`src/inc/gst_pkg.sv`:
```
// Shared constants for the gated sixteen-bit timer control block.
package gst_pkg;
   // ==========================================================
   // Register byte addresses on the bus.
   localparam logic [7:0] GST_OFF_TIMER_CONTROL = 8'h00; // Clock, prescale, sync and on bits.
   localparam logic [7:0] GST_OFF_GATE_CONTROL = 8'h04; // Gate configuration and status.
   localparam logic [7:0] GST_OFF_COUNT_LOW = 8'h08; // Low byte of the count.
   localparam logic [7:0] GST_OFF_COUNT_HIGH = 8'h0c; // High byte of the count.
   localparam logic [7:0] GST_OFF_EVENT_FLAGS = 8'h10; // Sticky event flags, write one to clear.
   // ==========================================================
   // Field positions in the timer control register.
   localparam int GST_TC_CS_LO = 6; // Clock source select, bits 7:6.
   localparam int GST_TC_PS_LO = 4; // Prescale select, bits 5:4.
   localparam int GST_TC_SYNC_BYPASS = 2; // Sync bypass bit.
   localparam int GST_TC_TIMER_ON = 0; // Timer on bit.
   // ==========================================================
   // Field positions in the gate control register.
   localparam int GST_GC_GATE_ENABLE = 7; // Gate enable bit.
   localparam int GST_GC_POLARITY = 6; // Gate polarity bit.
   localparam int GST_GC_TOGGLE = 5; // Gate toggle mode bit.
   localparam int GST_GC_SINGLE_PULSE = 4; // Single pulse mode bit.
   localparam int GST_GC_ARMED = 3; // Single pulse armed bit.
   localparam int GST_GC_LEVEL = 2; // Gate level status bit.
   localparam int GST_GC_SS_LO = 0; // Gate source select, bits 1:0.
   // ==========================================================
   // Field positions in the event flag register.
   localparam int GST_EF_ROLLOVER = 0; // Rollover flag bit.
   localparam int GST_EF_GATE_EVENT = 1; // Gate event flag bit.
   // ==========================================================
   // Values after a power-on or brown-out reset.
   localparam logic [7:0] GST_RST_BYTE = 8'h00; // All control bytes clear.
   localparam logic [15:0] GST_RST_COUNT = 16'h0000; // Count value after reset.
   localparam logic [15:0] GST_COUNT_MAX = 16'hffff; // Last count before wrap.
   // ==========================================================
   // Clock source and gate source codes.
   localparam logic [1:0] GST_CS_FOSC_DIV4 = 2'h0; // System clock divided by four.
   localparam logic [1:0] GST_CS_FOSC = 2'h1; // System clock.
   localparam logic [1:0] GST_CS_EXT_PIN = 2'h2; // External clock pin.
   localparam logic [1:0] GST_CS_LFOSC = 2'h3; // Low-frequency internal oscillator.
   localparam logic [1:0] GST_GS_PIN = 2'h0; // Gate pin.
   localparam logic [1:0] GST_GS_TIMER0 = 2'h1; // Timer0 rollover pulse.
   localparam logic [1:0] GST_GS_COMP1 = 2'h2; // Comparator 1 output.
   localparam logic [1:0] GST_GS_COMP2 = 2'h3; // Comparator 2 output.
   // ==========================================================
   // Cycle counts.
   localparam logic [1:0] GST_DIV4_LAST = 2'h3; // Last phase of the divide-by-four counter.
   localparam int GST_SYNC_STAGES = 2; // Synchroniser depth for the external clock.
   // ==========================================================
   // Single pulse window states.
   typedef enum logic [0:0] {
      GST_SP_CLOSED = 1'b0,
      GST_SP_OPEN = 1'b1
   } gst_sp_state_t;
endpackage

```
`src/rtl/gst_edge_sync.sv`:
```
// Synchroniser with optional bypass and a registered rising-edge pulse.
`timescale 1ns/1ps
module gst_edge_sync
   import gst_pkg::*;
#(
   parameter int STAGES = GST_SYNC_STAGES
) (
   input wire logic i_clock,
   input wire logic i_srst,
   input wire logic i_clock_en,
   input wire logic i_level,
   input wire logic i_bypass,
   output logic o_rise
);
   // ==========================================================
   // Storage.
   logic [STAGES-1:0] sync_chain; // Bit 0 is read only by bit 1.
   logic level_prev; // Previous chosen level, for edge detection.
   logic chosen_level; // Synchronised or raw level.

   // The raw path is used only when software asks for it; it skips the chain latency.
   assign chosen_level = i_bypass ? i_level : sync_chain[STAGES-1];

   // Shift the chain and remember the last level.
   always_ff @(posedge i_clock) begin
      if (i_srst) begin
         sync_chain <= '0;
         level_prev <= 1'b0;
         o_rise <= 1'b0;
      end else if (i_clock_en) begin
         sync_chain <= {sync_chain[STAGES-2:0], i_level};
         level_prev <= chosen_level;
         o_rise <= chosen_level & ~level_prev;
      end
   end
endmodule

```
`src/rtl/gst_timer.sv`:
```
// Gated sixteen-bit timer with clock selection, prescaler and gate logic.
//
// Register access over Wishbone and the placing of the registers were left to the implementer.
`timescale 1ns/1ps
module gst_timer
   import gst_pkg::*;
(
   input wire logic i_clock,
   input wire logic i_srst,
   input wire logic i_clock_en,
   input wire logic i_wb_cyc,
   input wire logic i_wb_stb,
   input wire logic i_wb_we,
   input wire logic [7:0] i_wb_adr,
   input wire logic [3:0] i_wb_sel,
   input wire logic [31:0] i_wb_dat,
   output logic [31:0] o_wb_dat,
   output logic o_wb_ack,
   input wire logic i_low_freq_internal_osc,
   input wire logic i_ext_clock_pin,
   input wire logic i_gate_pin,
   input wire logic i_timer0_rollover,
   input wire logic i_comparator1_output,
   input wire logic i_comparator2_output,
   output logic [15:0] o_count,
   output logic o_gate_level_status,
   output logic o_rollover_flag,
   output logic o_gate_event_flag
);
   // ==========================================================
   // Address decode helper, used by every register.
   function automatic logic hit(input logic [7:0] adr, input logic [7:0] off);
      hit = (adr[7:2] == off[7:2]);
   endfunction

   // ==========================================================
   // Declarations.
   logic [7:0] timer_control; // Writable control bits only.
   logic [7:0] gate_control; // Writable gate bits; armed and level are held apart.
   logic single_pulse_armed; // Armed bit, set by software, cleared by hardware.
   logic [15:0] count; // The counter itself.
   logic [1:0] div4_phase; // Divide-by-four phase counter.
   logic [2:0] pre_cnt; // Prescaler count.
   logic [2:0] pre_limit; // Last prescaler count for the chosen ratio.
   logic ext_rise; // Rising edge of the external clock pin.
   logic lfo_rise; // Rising edge of the low-frequency oscillator.
   logic src_tick; // One pulse per selected source clock edge.
   logic pre_tick; // One pulse per prescaled clock edge.
   logic gate_src; // Selected raw gate input.
   logic gate_pol; // Gate after polarity, high means count.
   logic gate_pol_q; // Previous polarity-adjusted gate.
   logic gate_rise; // Rising edge of the polarity-adjusted gate.
   logic toggle_ff; // Gate toggle flip-flop.
   logic gate_t; // Gate after the optional toggle stage.
   logic gate_t_q; // Previous toggled gate.
   gst_sp_state_t sp_state; // Single pulse window state.
   gst_sp_state_t next_sp_state; // Next single pulse window state.
   logic sp_start; // Window opens this cycle.
   logic sp_end; // Window closes this cycle.
   logic next_gate_level; // Gate value that the counter obeys next.
   logic gate_level_q; // Previous gate level, for the event flag.
   logic bus_req; // A bus cycle waits for its answer.
   logic wr_tc; // Write to the timer control register.
   logic wr_gc; // Write to the gate control register.
   logic wr_lo; // Write to the count low byte.
   logic wr_hi; // Write to the count high byte.
   logic wr_ef; // Write to the event flag register.
   logic cnt_wr; // Any write to the count.
   logic count_inc; // The counter steps this cycle.
   logic count_wrap; // The counter wraps this cycle.
   logic gate_fall; // Gate level falls this cycle.
   logic [7:0] rd_byte; // Read data before registering.

   // ==========================================================
   // Bus strobes. Only byte lane 0 carries register data.
   assign bus_req = i_wb_cyc & i_wb_stb & ~o_wb_ack;
   assign wr_tc = bus_req & i_wb_we & i_wb_sel[0] & hit(i_wb_adr, GST_OFF_TIMER_CONTROL);
   assign wr_gc = bus_req & i_wb_we & i_wb_sel[0] & hit(i_wb_adr, GST_OFF_GATE_CONTROL);
   assign wr_lo = bus_req & i_wb_we & i_wb_sel[0] & hit(i_wb_adr, GST_OFF_COUNT_LOW);
   assign wr_hi = bus_req & i_wb_we & i_wb_sel[0] & hit(i_wb_adr, GST_OFF_COUNT_HIGH);
   assign wr_ef = bus_req & i_wb_we & i_wb_sel[0] & hit(i_wb_adr, GST_OFF_EVENT_FLAGS);
   assign cnt_wr = wr_lo | wr_hi;

   // Control registers clear only on the power-on reset input; otherwise only bus writes change them.
   always_ff @(posedge i_clock) begin
      if (i_srst) begin
         timer_control <= GST_RST_BYTE;
         gate_control <= GST_RST_BYTE;
      end else if (i_clock_en) begin
         if (wr_tc) begin
            timer_control <= i_wb_dat[7:0] & 8'hf5;
         end
         if (wr_gc) begin
            gate_control <= i_wb_dat[7:0] & 8'hf3;
         end
      end
   end

   // ==========================================================
   // Count clock sources.
   gst_edge_sync #(.STAGES(GST_SYNC_STAGES)) u_ext_sync (
      .i_clock(i_clock),
      .i_srst(i_srst),
      .i_clock_en(i_clock_en),
      .i_level(i_ext_clock_pin),
      .i_bypass(timer_control[GST_TC_SYNC_BYPASS]),
      .o_rise(ext_rise)
   );

   // The oscillator is always synchronised; it is slow, so latency costs nothing.
   gst_edge_sync #(.STAGES(GST_SYNC_STAGES)) u_lfo_sync (
      .i_clock(i_clock),
      .i_srst(i_srst),
      .i_clock_en(i_clock_en),
      .i_level(i_low_freq_internal_osc),
      .i_bypass(1'b0),
      .o_rise(lfo_rise)
   );

   // Free-running divide-by-four phase.
   always_ff @(posedge i_clock) begin
      if (i_srst) begin
         div4_phase <= 2'h0;
      end else if (i_clock_en) begin
         div4_phase <= div4_phase + 2'h1;
      end
   end

   // Pick one tick per edge of the chosen source.
   always_comb begin
      unique case (timer_control[GST_TC_CS_LO +: 2])
         GST_CS_FOSC_DIV4: src_tick = (div4_phase == GST_DIV4_LAST);
         GST_CS_FOSC: src_tick = 1'b1;
         GST_CS_EXT_PIN: src_tick = ext_rise;
         GST_CS_LFOSC: src_tick = lfo_rise;
      endcase
   end

   // ==========================================================
   // Prescaler. A count write restarts it so the next step is a full period.
   assign pre_limit = (3'h1 << timer_control[GST_TC_PS_LO +: 2]) - 3'h1;
   assign pre_tick = src_tick & (pre_cnt == pre_limit);

   always_ff @(posedge i_clock) begin
      if (i_srst) begin
         pre_cnt <= 3'h0;
      end else if (i_clock_en) begin
         if (cnt_wr || !timer_control[GST_TC_TIMER_ON]) begin
            pre_cnt <= 3'h0;
         end else if (pre_tick) begin
            pre_cnt <= 3'h0;
         end else if (src_tick) begin
            pre_cnt <= pre_cnt + 3'h1;
         end
      end
   end

   // ==========================================================
   // Gate source and polarity.
   always_comb begin
      unique case (gate_control[GST_GC_SS_LO +: 2])
         GST_GS_PIN: gate_src = i_gate_pin;
         GST_GS_TIMER0: gate_src = i_timer0_rollover;
         GST_GS_COMP1: gate_src = i_comparator1_output;
         GST_GS_COMP2: gate_src = i_comparator2_output;
      endcase
   end

   assign gate_pol = gate_control[GST_GC_POLARITY] ? gate_src : ~gate_src;
   assign gate_rise = gate_pol & ~gate_pol_q;

   // Toggle flop; held clear when toggle mode or the timer is off so the measured edge is known.
   always_ff @(posedge i_clock) begin
      if (i_srst) begin
         gate_pol_q <= 1'b0;
         toggle_ff <= 1'b0;
      end else if (i_clock_en) begin
         gate_pol_q <= gate_pol;
         if (!timer_control[GST_TC_TIMER_ON] || !gate_control[GST_GC_TOGGLE]) begin
            toggle_ff <= 1'b0;
         end else if (gate_rise) begin
            toggle_ff <= ~toggle_ff;
         end
      end
   end

   assign gate_t = gate_control[GST_GC_TOGGLE] ? toggle_ff : gate_pol;

   // ==========================================================
   // Single pulse window: opens on a rising gate edge while armed, closes on the trailing edge.
   assign sp_start = gate_control[GST_GC_SINGLE_PULSE] & single_pulse_armed & (sp_state == GST_SP_CLOSED)
                     & gate_t & ~gate_t_q;
   assign sp_end = (sp_state == GST_SP_OPEN) & ~gate_t & gate_t_q;

   always_comb begin
      next_sp_state = sp_state;
      unique case (sp_state)
         GST_SP_CLOSED: begin
            if (sp_start) begin
               next_sp_state = GST_SP_OPEN;
            end
         end
         GST_SP_OPEN: begin
            if (sp_end || !gate_control[GST_GC_SINGLE_PULSE]) begin
               next_sp_state = GST_SP_CLOSED;
            end
         end
      endcase
   end

   // In single pulse mode the counter sees only the window, so later pulses are blocked.
   assign next_gate_level = gate_control[GST_GC_SINGLE_PULSE] ? (next_sp_state == GST_SP_OPEN) : gate_t;

   // Window state and armed bit; a software arm in the same cycle wins over the hardware clear.
   always_ff @(posedge i_clock) begin
      if (i_srst) begin
         sp_state <= GST_SP_CLOSED;
         gate_t_q <= 1'b0;
         single_pulse_armed <= 1'b0;
      end else if (i_clock_en) begin
         sp_state <= next_sp_state;
         gate_t_q <= gate_t;
         if (wr_gc) begin
            single_pulse_armed <= i_wb_dat[GST_GC_ARMED] | (single_pulse_armed & ~sp_end);
         end else if (sp_end) begin
            single_pulse_armed <= 1'b0;
         end
      end
   end

   // Gate level status, shown whether or not gating is enabled.
   always_ff @(posedge i_clock) begin
      if (i_srst) begin
         o_gate_level_status <= 1'b0;
         gate_level_q <= 1'b0;
      end else if (i_clock_en) begin
         o_gate_level_status <= next_gate_level;
         gate_level_q <= o_gate_level_status;
      end
   end

   // ==========================================================
   // Counter.
   assign count_inc = timer_control[GST_TC_TIMER_ON] & pre_tick
                      & (~gate_control[GST_GC_GATE_ENABLE] | o_gate_level_status);
   assign count_wrap = count_inc & ~cnt_wr & (count == GST_COUNT_MAX);
   assign gate_fall = gate_level_q & ~o_gate_level_status;

   // A software write wins over a step in the same cycle.
   always_ff @(posedge i_clock) begin
      if (i_srst) begin
         count <= GST_RST_COUNT;
      end else if (i_clock_en) begin
         if (wr_lo) begin
            count[7:0] <= i_wb_dat[7:0];
         end
         if (wr_hi) begin
            count[15:8] <= i_wb_dat[7:0];
         end
         if (count_inc && !cnt_wr) begin
            count <= count + 16'h0001;
         end
      end
   end

   assign o_count = count;

   // Sticky flags, cleared by writing one; a new event in the clearing cycle keeps the flag set.
   always_ff @(posedge i_clock) begin
      if (i_srst) begin
         o_rollover_flag <= 1'b0;
         o_gate_event_flag <= 1'b0;
      end else if (i_clock_en) begin
         o_rollover_flag <= count_wrap | (o_rollover_flag & ~(wr_ef & i_wb_dat[GST_EF_ROLLOVER]));
         o_gate_event_flag <= gate_fall | (o_gate_event_flag & ~(wr_ef & i_wb_dat[GST_EF_GATE_EVENT]));
      end
   end

   // ==========================================================
   // Read mux; unmapped addresses read zero and still get an answer.
   always_comb begin
      rd_byte = 8'h00;
      if (hit(i_wb_adr, GST_OFF_TIMER_CONTROL)) begin
         rd_byte = timer_control;
      end else if (hit(i_wb_adr, GST_OFF_GATE_CONTROL)) begin
         rd_byte = gate_control;
         rd_byte[GST_GC_ARMED] = single_pulse_armed;
         rd_byte[GST_GC_LEVEL] = o_gate_level_status;
      end else if (hit(i_wb_adr, GST_OFF_COUNT_LOW)) begin
         rd_byte = count[7:0];
      end else if (hit(i_wb_adr, GST_OFF_COUNT_HIGH)) begin
         rd_byte = count[15:8];
      end else if (hit(i_wb_adr, GST_OFF_EVENT_FLAGS)) begin
         rd_byte = {6'h00, o_gate_event_flag, o_rollover_flag};
      end
   end

   // Answer one cycle after the request; ack drops the cycle after it rises.
   always_ff @(posedge i_clock) begin
      if (i_srst) begin
         o_wb_ack <= 1'b0;
         o_wb_dat <= 32'h00000000;
      end else if (i_clock_en) begin
         o_wb_ack <= bus_req;
         if (bus_req && !i_wb_we) begin
            o_wb_dat <= {24'h000000, rd_byte};
         end
      end
   end
endmodule

```
`config.mk`:
```
export PLATFORM = sky130hd
export DESIGN_NAME = gst_timer
export DESIGN_NICKNAME = d
export VERILOG_FILES = /design/src/inc/gst_pkg.sv /design/src/rtl/gst_edge_sync.sv /design/src/rtl/gst_timer.sv
export SDC_FILE = /design/constraint.sdc
export NUM_CORES = 1
export LEC_CHECK = 0
export BUFFER_PORTS_ARGS = -buffer_cell sky130_fd_sc_hd__buf_4
export CORE_MARGIN = 3
export CORE_UTILIZATION = 48
export CTS_BUF_LIST = sky130_fd_sc_hd__clkbuf_4 sky130_fd_sc_hd__clkbuf_8
export CTS_CLUSTER_SIZE = 14
export DETAILED_ROUTE_END_ITERATION = 12
export GPL_ROUTABILITY_DRIVEN = 0
export GPL_TIMING_DRIVEN = 0
export PLACE_DENSITY = 0.79
export SYNTH_ARGS = -nofsm -noshare
export SYNTH_HDL_FRONTEND = slang
export SYNTH_SLANG_ARGS = --single-unit
```
`constraint.sdc`:
```
create_clock -name i_clock -period 1.8 [get_ports i_clock]
set_input_delay 0.18 -clock i_clock [delete_from_list [all_inputs] [get_ports i_clock]]
set_output_delay 0.18 -clock i_clock [all_outputs]
set_load 0.02 [all_outputs]
```
### Word level (Yosys, flattened, before mapping)

Index checks and enable logic that the tools add are counted.

| word-level totals | value |
|---|---|
| flip-flop bits (word level) | 59 |
| latch bits | 0 |
| memory bits (writable) | 0 |
| memory bits (read-only) | 0 |
| input bits | 56 |
| logic and storage cells | 140 |
| memories | 0 |

| cells by class | value |
|---|---|
| $add $sub $neg | 4 |
| $mul | 0 |
| div/mod/pow operators | 0 |
| $lt $le $gt $ge | 0 |
| equality and inequality tests | 13 |
| shift-type cells | 1 |
| multiplexer cells | 24 |
| bitwise gates (word level) | 49 |
| reduce and logical (&&, ||, !) cells | 26 |

Operators by type and width:

| cell | count |
|---|---|
| two-way mux 8 bit | 6 |
| bitwise AND 1 bit | 29 |
| adder 16 x 1 -> 16 bit (second input constant) | 1 |
| == test 16 bit (second input constant) | 1 |
| two-way mux 16 bit | 1 |
| AND reduction 2 bit | 8 |
| inverter 1 bit | 15 |
| == test 6 x 2 -> 1 bit (second input constant) | 2 |
| == test 2 bit (second input constant) | 5 |
| two-way mux 1 bit | 10 |
| two-way mux 3 bit | 3 |
| case mux 1 bit (4 select lines) | 2 |
| nonzero test 2 bit | 4 |
| == test 6 x 1 -> 1 bit (second input constant) | 1 |
| == test 6 x 3 -> 1 bit (second input constant) | 1 |
| logical NOT 6 bit | 1 |
| logical NOT 1 bit | 5 |
| OR 1 bit | 5 |
| == test 2 x 1 -> 1 bit (second input constant) | 2 |
| logical NOT 2 bit | 2 |
| adder 3 x 1 -> 3 bit (second input constant) | 1 |
| == test 3 bit | 1 |
| logical OR 1 bit | 3 |
| nonzero test 3 bit | 1 |
| 6 further kinds | 7 |

### Depth between registers and ports, before layout

Gate-level depths: netlist of run 1.

| logic depth | value |
|---|---|
| depth after elaboration | 12 |
| depth in mapped cells | 8 |
| depth with buffers taken out | 7 |

### By module

A second synthesis of run 1 with hierarchy kept.

| unflattened totals | value |
|---|---|
| cell total of the unflattened synthesis | 384 |
| area, all modules | 3249.4 µm² |

Modules (own cells, without submodules):

| module | times used | cells an instance | area an instance (µm²) | sequential area each (µm²) |
|---|---|---|---|---|
| gst_timer | 1 | 354 | 2939.1 | 1021.0 |
| gst_edge_sync | 2 | 15 | 155.1 | 80.1 |

### Least setup slack after synthesis of run 1

Ideal clock, no wire load.

| timing | value |
|---|---|
| kind | register to register |
| start point | register count[4], in the netlist o_count[4] |
| end point | register count[15], in the netlist o_count[15] |
| setup time | 0.122 ns |
| data arrival time | 1.850 ns |
| data required time | 1.678 ns |
| path slack | -0.172 ns |
| cell stages (with the launch flop) | 6 |
| period minus slack after synthesis | 1.972 ns |
| cells stage by stage | dfxtp_1 -> nand4_1 -> nor3_1 -> nand4_1 -> o2111a_1 -> a311o_1 |

| on the way | value |
|---|---|
| word-level cells in the longest chain between the ends | 2 |

RTL lines:

| item | line | source |
|---|---|---|
| start: declaration | gst_timer.sv:41 | `logic [15:0] count;` |
| start signal: assignment | gst_timer.sv:255 | `count[7:0] <= i_wb_dat[7:0];` |
| start signal: assignment | gst_timer.sv:261 | `count <= count + 16'h0001;` |
| adder 16 x 1 -> 16 bit | gst_timer.sv:261 |  |
| two-way mux 16 bit | gst_timer.sv:260 | `if (count_inc && !cnt_wr) begin` |

No other way between the ends.
A chain may end at the register's enable or synchronous reset.

### Worst setup path after layout of run 1

| timing | value |
|---|---|
| start point | register pre_cnt[1] |
| end point | register o_rollover_flag |

| on the way | value |
|---|---|
| word-level cells in the longest chain between the ends | 7 |

RTL lines:

| item | line | source |
|---|---|---|
| start: declaration | gst_timer.sv:43 | `logic [2:0] pre_cnt;` |
| start signal: assignment | gst_timer.sv:153 | `pre_cnt <= pre_cnt + 3'h1;` |
| == test 3 bit | gst_timer.sv:142 | `assign pre_tick = src_tick & (pre_cnt == pre_limit);` |
| bitwise AND 1 bit | gst_timer.sv:142 |  |
| bitwise AND 1 bit | gst_timer.sv:244 | `assign count_inc = timer_control[GST_TC_TIMER_ON] & pre_tick` |
| bitwise AND 1 bit | gst_timer.sv:245 | `& (~gate_control[GST_GC_GATE_ENABLE] \| o_gate_level_status);` |
| bitwise AND 1 bit (2 in a row) | gst_timer.sv:246 | `assign count_wrap = count_inc & ~cnt_wr & (count == GST_COUNT_MAX);` |
| OR 1 bit | gst_timer.sv:274 | `o_rollover_flag <= count_wrap \| (o_rollover_flag & ~(wr_ef & i_wb_dat[GST_EF_ROLLOVER]));` |
| end signal: assignment | gst_timer.sv:274 |  |
| end: declaration | gst_timer.sv:27 | `output logic o_rollover_flag,` |

No other way between the ends.

==> impl_metrics.json, run 1 <==
{
  "syn_inst": 420,
  "violations": "negative setup slack",
  "ant_nets": 0,
  "antenna_found_initial": 0,
  "netlist.area_leader.share_pct": 34.67,
  "wl_um": 10820,
  "synthXorXnorAreaFrac_pct": 1.542,
  "fin_ws_ns": -0.3042,
  "area_growth_pct": 33.60,
  "min_period_ns": 2.104,
  "drc": 0,
  "diodes": 0,
  "crit_path_top_delay_cell": "or4_4",
  "synth_edf_count": 0,
  "status": "finished, violations left",
  "p_leak_nw": 1.798,
  "max_stage_delay_ns": 0.51,
  "dieArea_um2": 8145,
  "multiInputGateArea_um2": 2190,
  "top_usage_layer": "met2",
  "fin_crit_sh_pct": 116.9,
  "initial_utilization_pct": 49.87,
  "worst_setup_hold_path_clk_slew_ns": 0.07,
  "clock_sinks": 59,
  "cp-startpoint": "pre_cnt[1]",
  "fin_util_pct": 66.63,
  "vias_per_cell": 5.909,
  "cts_buffer_depth": 2,
  "syn_area_um2": 3407,
  "io_pins": 108,
  "rsz0062_at_grt": "yes",
  "synth-main-ff-cell": "dfxtp_1",
  "vdd_ir_drop_max_mv": 0.4424,
  "core-area_um2": 6832,
  "grt_util_met2_pct": 39.95,
  "avgSynthCellArea_um2": 8.112,
  "report.final.slew_viol_count": 0,
  "clock.fmax_mhz": 475.2,
  "yosys-top-cells-area": "dfxtp_1 (35%), buf_4 (5.5%), nor2_1 (5.0%)",
  "worstSetupEndpointType": "register",
  "grtUsageTotal_pct": 25.91,
  "synthAdderAreaFrac_pct": 1.102,
  "synthArstFlopShare_pct": 0,
  "cts_tree": "done",
  "crit_family": "simple AND/OR/NAND/NOR gates",
  "pre_cts_slack_ns": -0.3191,
  "avgRoutedWirePerCell_um": 17.56,
  "htree_num_levels": 3,
  "totalPowerFinal_mw": 3.090,
  "worstPathRequired_ns": 2.08,
  "path_buf_inv": 1,
  "place_inst": 591,
  "grt_max_degree": 13,
  "seq_area_um2": 1199,
  "dp_hpwl_um": 7683,
  "synth_top_family_by_area": "simple AND/OR/NAND/NOR gates",
  "grt_pass1_wl_um": 16800,
  "port_buffers": 52,
  "fillers": 564,
  "vias": 3640,
  "setup_tns_ns": -3.126,
  "crit_arrival_ns": 2.38,
  "grt_overflow": 0,
  "worstMarginPinSlew_ns": 0.6967,
  "use_met1_pct": 32.33,
  "cp.depth": 7,
  "ys_ff_latch": 59,
  "startpoint_type": "register",
  "hold_ws_ns": 0.06916,
  "worstReg2RegStart": "pre_cnt[1]",
  "synth.area.mux_share_pct": 6.757,
  "finish.instance_area_um2": 4552,
  "dpl_cell_area_um2": 4048,
  "die_w_um": 90.25,
  "crit_fanout": 8,
  "grt_pass1_vias": 3418,
  "finClkSkew_ns": 0.007213,
  "drive_above_1_share_pct": 33.85,
  "num-nets-final": 574,
  "maxCapViolations": 0,
  "die_y_um": 90.25,
  "ys_seq_area_share_pct": 34.67,
  "worstRegToRegCells": 7,
  "crit_type": "register to register",
  "grtUsageMet3_pct": 6.750,
  "synth_compound_area_share_pct": 21.74,
  "hold_viol": 0,
  "drt_iter0_drc": 494,
  "hold_class": "input port to register",
  "r2r-end": "o_rollover_flag",
  "row_count": 30,
  "max-slew-margin-rel_pct": 53.55,
  "worstSkewPairLatency_ns": 0.35,
  "yosysTopAreaCell": "dfxtp_1",
  "synthSimpleGateAreaFrac_pct": 24.20,
  "yosysUniqueCellTypes": 67,
  "final_cells": 616,
  "p_per_area_nw_per_um2": 678.7,
  "first_pass_iters": 5,
  "numCtsBuffers": 9,
  "path_cells": "or4_4 > mux2i_2 > o21a_4 > nand3_2 > buf_6 > or3_4 > a21oi_2",
  "root_buffer": "clkbuf_8",
  "yosysWarningCount": 0,
  "critical_path.endpoint": "o_rollover_flag",
  "setup_violations": 21,
  "r2r_setup_slack_ns": -0.30
}
-- power by group --
part	internal, mW	switching, mW
Sequential	1.32	0.0166
Combinational	0.145	0.221
Clock	0.788	0.594
-- worst min-delay path by stage --
stage                            startpoint                       end  slack [ns]  depth (start not counted)
floorplan                       i_wb_dat[0]          timer_control[0]        0.32                          2
global placement    i_low_freq_internal_osc  u_lfo_sync.sync_chain[0]        0.42                          3
detailed placement  i_low_freq_internal_osc  u_lfo_sync.sync_chain[0]        0.44                          3
CTS                 i_low_freq_internal_osc  u_lfo_sync.sync_chain[0]        0.08                          3
global route                i_ext_clock_pin  u_ext_sync.sync_chain[0]        0.10                          3
finish              i_low_freq_internal_osc  u_lfo_sync.sync_chain[0]        0.07                          3
-- final cells by class --
class | instances | share of cell area (%)
Multi-Input combinational cell | 326 | 48.10
Sequential cell | 59 | 26.33
Timing Repair Buffer | 63 | 10.47
Buffer | 45 | 6.570
Clock buffer | 9 | 2.721
Tap cell | 96 | 2.639
Clock inverter | 7 | 2.254
Inverter | 11 | 0.9071
-- registers in the layout (all words and copies together) (netlist names), 2 cells and up --
register               flops
o_wb_dat                   8
pre_cnt                    3
gate_control               6
o_count                   16
timer_control              6
u_ext_sync.sync_chain      2
u_lfo_sync.sync_chain      2
div4_phase                 2
-- tightest hold or removal path: stages --
cell     delay [ns]
buf_4          0.07
mux2i_1        0.05
nor2_1         0.08
-- layer usage --
layer,wire length [µm],share of wire (%),up-vias
met4,461,4.3,0
met1,4255,39,1692
met3,1027,9.5,47
met5,0,0,-
li1,-,-,1675
met2,5073,47,226
-- cell usage after synthesis (all sizes together), types with 2 or more instances --
cell type	instances
a221oi	3
o211ai	6
and3	3
a211oi	6
a22oi	11
clkbuf	15
nor4	3
and2	2
or3	9
dfxtp	59
nor2b	2
o32ai	2
a31oi	14
xnor2	5
o32a	2
a21oi	28
or2	6
nand3	15
o21ai	16
mux2	6
inv	11
nand4	10
nand2b	3
nand3b	5
o21a	3
ha	3
nor2	45
buf	32
nand2	43
or4	2
nor3	11
mux2i	14
-- cell families after synthesis --
kind of cell             after synthesis
other                                  1
adder cells (fa/ha/maj)                3
AO/OA/AOI/OAI                        107
AND/OR/NAND/NOR                      165
XOR/XNOR                               6
multiplexers                          21
flip-flops                            59
buffers and inverters                 58
-- placed cells by master (no fill, tap or decap), types with 3 or more instances in the layout --
cell,instances
a21oi_1,23
nand3_2,4
conb_1,24
nand2_1,42
o21ai_0,11
inv_1,11
dfxtp_2,8
a22oi_1,11
nand4_1,10
nand3_1,11
a31oi_1,13
mux2_2,5
xnor2_1,5
nor2_4,4
or2_4,3
and3_1,3
or3_1,6
clkinv_4,4
buf_4,87
nor3_1,7
or3_4,3
dfxtp_1,49
a211oi_1,6
a21oi_2,5
nand3b_1,5
nor2_1,41
mux2i_1,13
o211ai_1,6
clkbuf_1,12
o21ai_2,4
or2_2,3
clkbuf_8,9
buf_6,4
-- what timing repair did --
item                       4_1_cts  5_1_grt
hold buffers                     0        0
gates cloned                     0        0
setup endpoints to repair       28       38
setup buffers                    6        6
resized for setup               19       42
pin swaps                       18       20
Note: power is estimated with default switching activity, not from simulation.
==> run 2, diff against run 1 <==
CORE_UTILIZATION = 30   (was 48)
PLACE_DENSITY = 0.54   (was 0.79)
SETUP_SLACK_MARGIN = 0.1   (was default)
SYNTH_HIERARCHICAL = 1   (was default)
==> run 2 against run 1 <==
Effect of this change:
- the run still ends with negative setup slack left
- combinational power shrank 10%
- flip-flop and latch count unchanged
- via count fell by 12%
- count of clock-buffer cells in the layout rose by 2
- highest routed layer unchanged
- critical path type unchanged
==> impl_metrics.json, run 2 <==
{
  "status": "finished, violations left",
  "violations": "negative setup slack",
  "worstSkewPairLatency_ns": 0.33,
  "fillers": 1077,
  "p_leak_nw": 1.844,
  "synthArstFlopShare_pct": 0,
  "comb_power_share_pct": 10.9,
  "syn_area_um2": 3249,
  "switching_share_pct": 24.66,
  "num-nets-final": 546,
  "avgRoutedWirePerCell_um": 16.23,
  "synth_commonest_cells": "dfxtp_1 (59), nand2_1 (41), nor2_1 (41)",
  "min_period_ns": 1.892,
  "area_growth_pct": 36.73,
  "finClkSkew_ns": 0.007780,
  "setup_violations": 14,
  "clock.fmax_mhz": 528.5,
  "largest_reg_flops": 16,
  "final_cells": 628,
  "worst_setup_hold_path_clk_slew_ns": 0.07,
  "io_pins": 108,
  "vias_per_cell": 5.108,
  "cts.hold.buffers_added": 0,
  "cts_buffer_depth": 2,
  "core-area_um2": 10420,
  "hold_viol": 0,
  "r2r_setup_slack_ns": -0.09,
  "diodes": 0,
  "synthMostInstantiatedCell": "dfxtp_1",
  "netlist.area_leader.share_pct": 36.35,
  "wl_um": 10190,
  "p_per_area_nw_per_um2": 674.3,
  "clockPowerShare_pct": 44.6,
  "cp.depth": 7,
  "totalPowerFinal_mw": 2.996,
  "rsz0062_at_grt": "yes",
  "synth_compound_area_share_pct": 16.33,
  "fin_ws_ns": -0.09206,
  "avgSynthCellArea_um2": 8.462,
  "drive_above_1_share_pct": 35.37,
  "antenna_found_initial": 0,
  "yosysUniqueCellTypes": 55,
  "synth-main-ff-cell": "dfxtp_1",
  "max_stage_delay_ns": 0.35,
  "first_pass_iters": 5,
  "ys_seq_area_share_pct": 36.35,
  "synthSimpleGateAreaFrac_pct": 23.26,
  "root_buffer": "clkbuf_8",
  "multiInputGateArea_um2": 1996,
  "hold_class": "input port to register",
  "worstRegToRegCells": 7,
  "grt_max_degree": 15,
  "port_buffers": 53,
  "grt_pass1_wl_um": 15300,
  "crit_arrival_ns": 2.15,
  "crit_type": "register to register",
  "ys_ff_latch": 59,
  "worstMarginPinSlew_ns": 0.6850,
  "cpMostUsedCell": "nand4_1",
  "drc": 0,
  "seq_area_um2": 1215,
  "cts_tree": "done",
  "maxCapViolations": 0,
  "crit_family": "simple AND/OR/NAND/NOR gates",
  "p_sw_uw": 738.7,
  "numCtsBuffers": 9,
  "worstSetupEndpointType": "register",
  "syn_inst": 384,
  "synth_top_family_by_area": "simple AND/OR/NAND/NOR gates",
  "synthAdderAreaFrac_pct": 1.155,
  "fin_crit_sh_pct": 105.1,
  "vdd_ir_drop_max_mv": 0.3908,
  "synth_edf_count": 0,
  "dp_hpwl_um": 7499,
  "grtUsageTotal_pct": 16.70,
  "vias": 3208,
  "min_path_cells": 3,
  "row_count": 37,
  "startpoint_type": "register",
  "grt_pass1_vias": 2820,
  "layout_commonest_cell": "buf_4",
  "dieArea_um2": 12120,
  "synth.area.mux_share_pct": 11.94,
  "ant_nets": 0,
  "die_y_um": 110.1,
  "path_cells": "and3b_2 > nand4_1 > and3_4 > nand4_1 > buf_6 > or3_1 > a21oi_1",
  "max-slew-margin-rel_pct": 54.33,
  "initial_utilization_pct": 31.20,
  "mostFrequentLayoutCells": "buf_4 (89), dfxtp_1 (46), nor2_1 (39)",
  "yosysTopAreaCell": "dfxtp_1",
  "p_int_mw": 2.257,
  "die_w_um": 110.1,
  "yosysWarningCount": 6,
  "path_buf_inv": 1,
  "synthXorXnorAreaFrac_pct": 1.348,
  "place_inst": 597,
  "htree_num_levels": 3,
  "yosys-top-cells-area": "dfxtp_1 (36%), mux2i_1 (7.1%), buf_4 (5.5%)",
  "worstPathRequired_ns": 2.06,
  "crit_fanout": 5,
  "grt_overflow": 0,
  "report.final.slew_viol_count": 0,
  "clock_sinks": 59,
  "drt_iter0_drc": 221,
  "p_seq_share_pct": 44.4,
  "crit_path_top_delay_cell": "dfxtp_4"
}
==> run 2: final cells by class <==
| cell class | count | area share, % |
|---|---|---|
| flip-flops and latches | 59 | 27.34 |
| repair buffers | 69 | 11.86 |
| inverters | 12 | 1.014 |
| plain buffers | 41 | 6.167 |
| clock inverters | 5 | 1.746 |
| well taps | 136 | 3.830 |
| multi-input cells | 295 | 44.92 |
| clock buffers | 11 | 3.126 |
==> run 2: cell families (layout without fill, tap and decap cells) <==
family / Yosys count / count (layout)
xor gates and xnor gates: 5 / 5
DFF: 59 / 59
other: 1 / 25
buffers and inverters: 54 / 138
adders and majority gates: 3 / 3
and+or+nand+nor: 152 / 152
AOI/OAI and AO/OA: 79 / 79
muxes: 31 / 31
==> run 2: worst min-delay path, cell delays in order <==
cell	delay, ns
buf_4	0.08
mux2i_1	0.06
nor2_1	0.07
==> run 2: path summary, 6_finish.rpt <==
check,from,endpoint
worst max register to register,o_wb_ack,o_rollover_flag
worst min-delay path,i_low_freq_internal_osc,u_lfo_sync/sync_chain[0]
worst max-delay path,o_wb_ack,o_rollover_flag
worst min register to register,o_wb_dat[1],o_wb_dat[1]
==> run 2: through the flow <==
step                TNS (ns)  setup slack (ns)  utilization (%)  cell area (µm²)  hold slack, ns
floorplan                  0           0.06405                -             3382          0.2524
global placement      -4.766           -0.3648            37.92             3950          0.4309
detailed placement    -5.070           -0.3571            37.92             3950          0.4378
CTS                   -1.388           -0.1655            41.05             4275         0.07809
global route          -2.462           -0.1904            42.65             4443          0.1126
finish               -0.8456          -0.09206            42.65             4443         0.09472
==> run 2: power by group through the flow <==
stage	clock, mW	sequential [mW]	combinational, mW
5_1_grt	1.44	1.33	0.355
2_1_floorplan	0	1.37	0.199
4_1_cts	1.38	1.34	0.318
6_report	1.34	1.33	0.328
3_3_place_gp	0	1.37	0.310
3_5_place_dp	0	1.37	0.312
==> run 2: layer usage <==
metal | vias to the layer above | share of wire, % | track usage, % | wire length (µm)
li1 | 1564 | - | - | -
met1 | 1497 | 47 | 23.92 | 4815
met2 | 136 | 44 | 24.78 | 4480
met3 | 11 | 7.7 | 4.135 | 789
met4 | 0 | 1.1 | 4.720 | 109
met5 | - | 0 | 0 | 0
==> run 2: repair_timing <==
action,CTS,global route
pin swaps,15,12
gates cloned,1,1
setup buffers,6,9
gates resized for setup,19,30
setup endpoints to repair,26,27
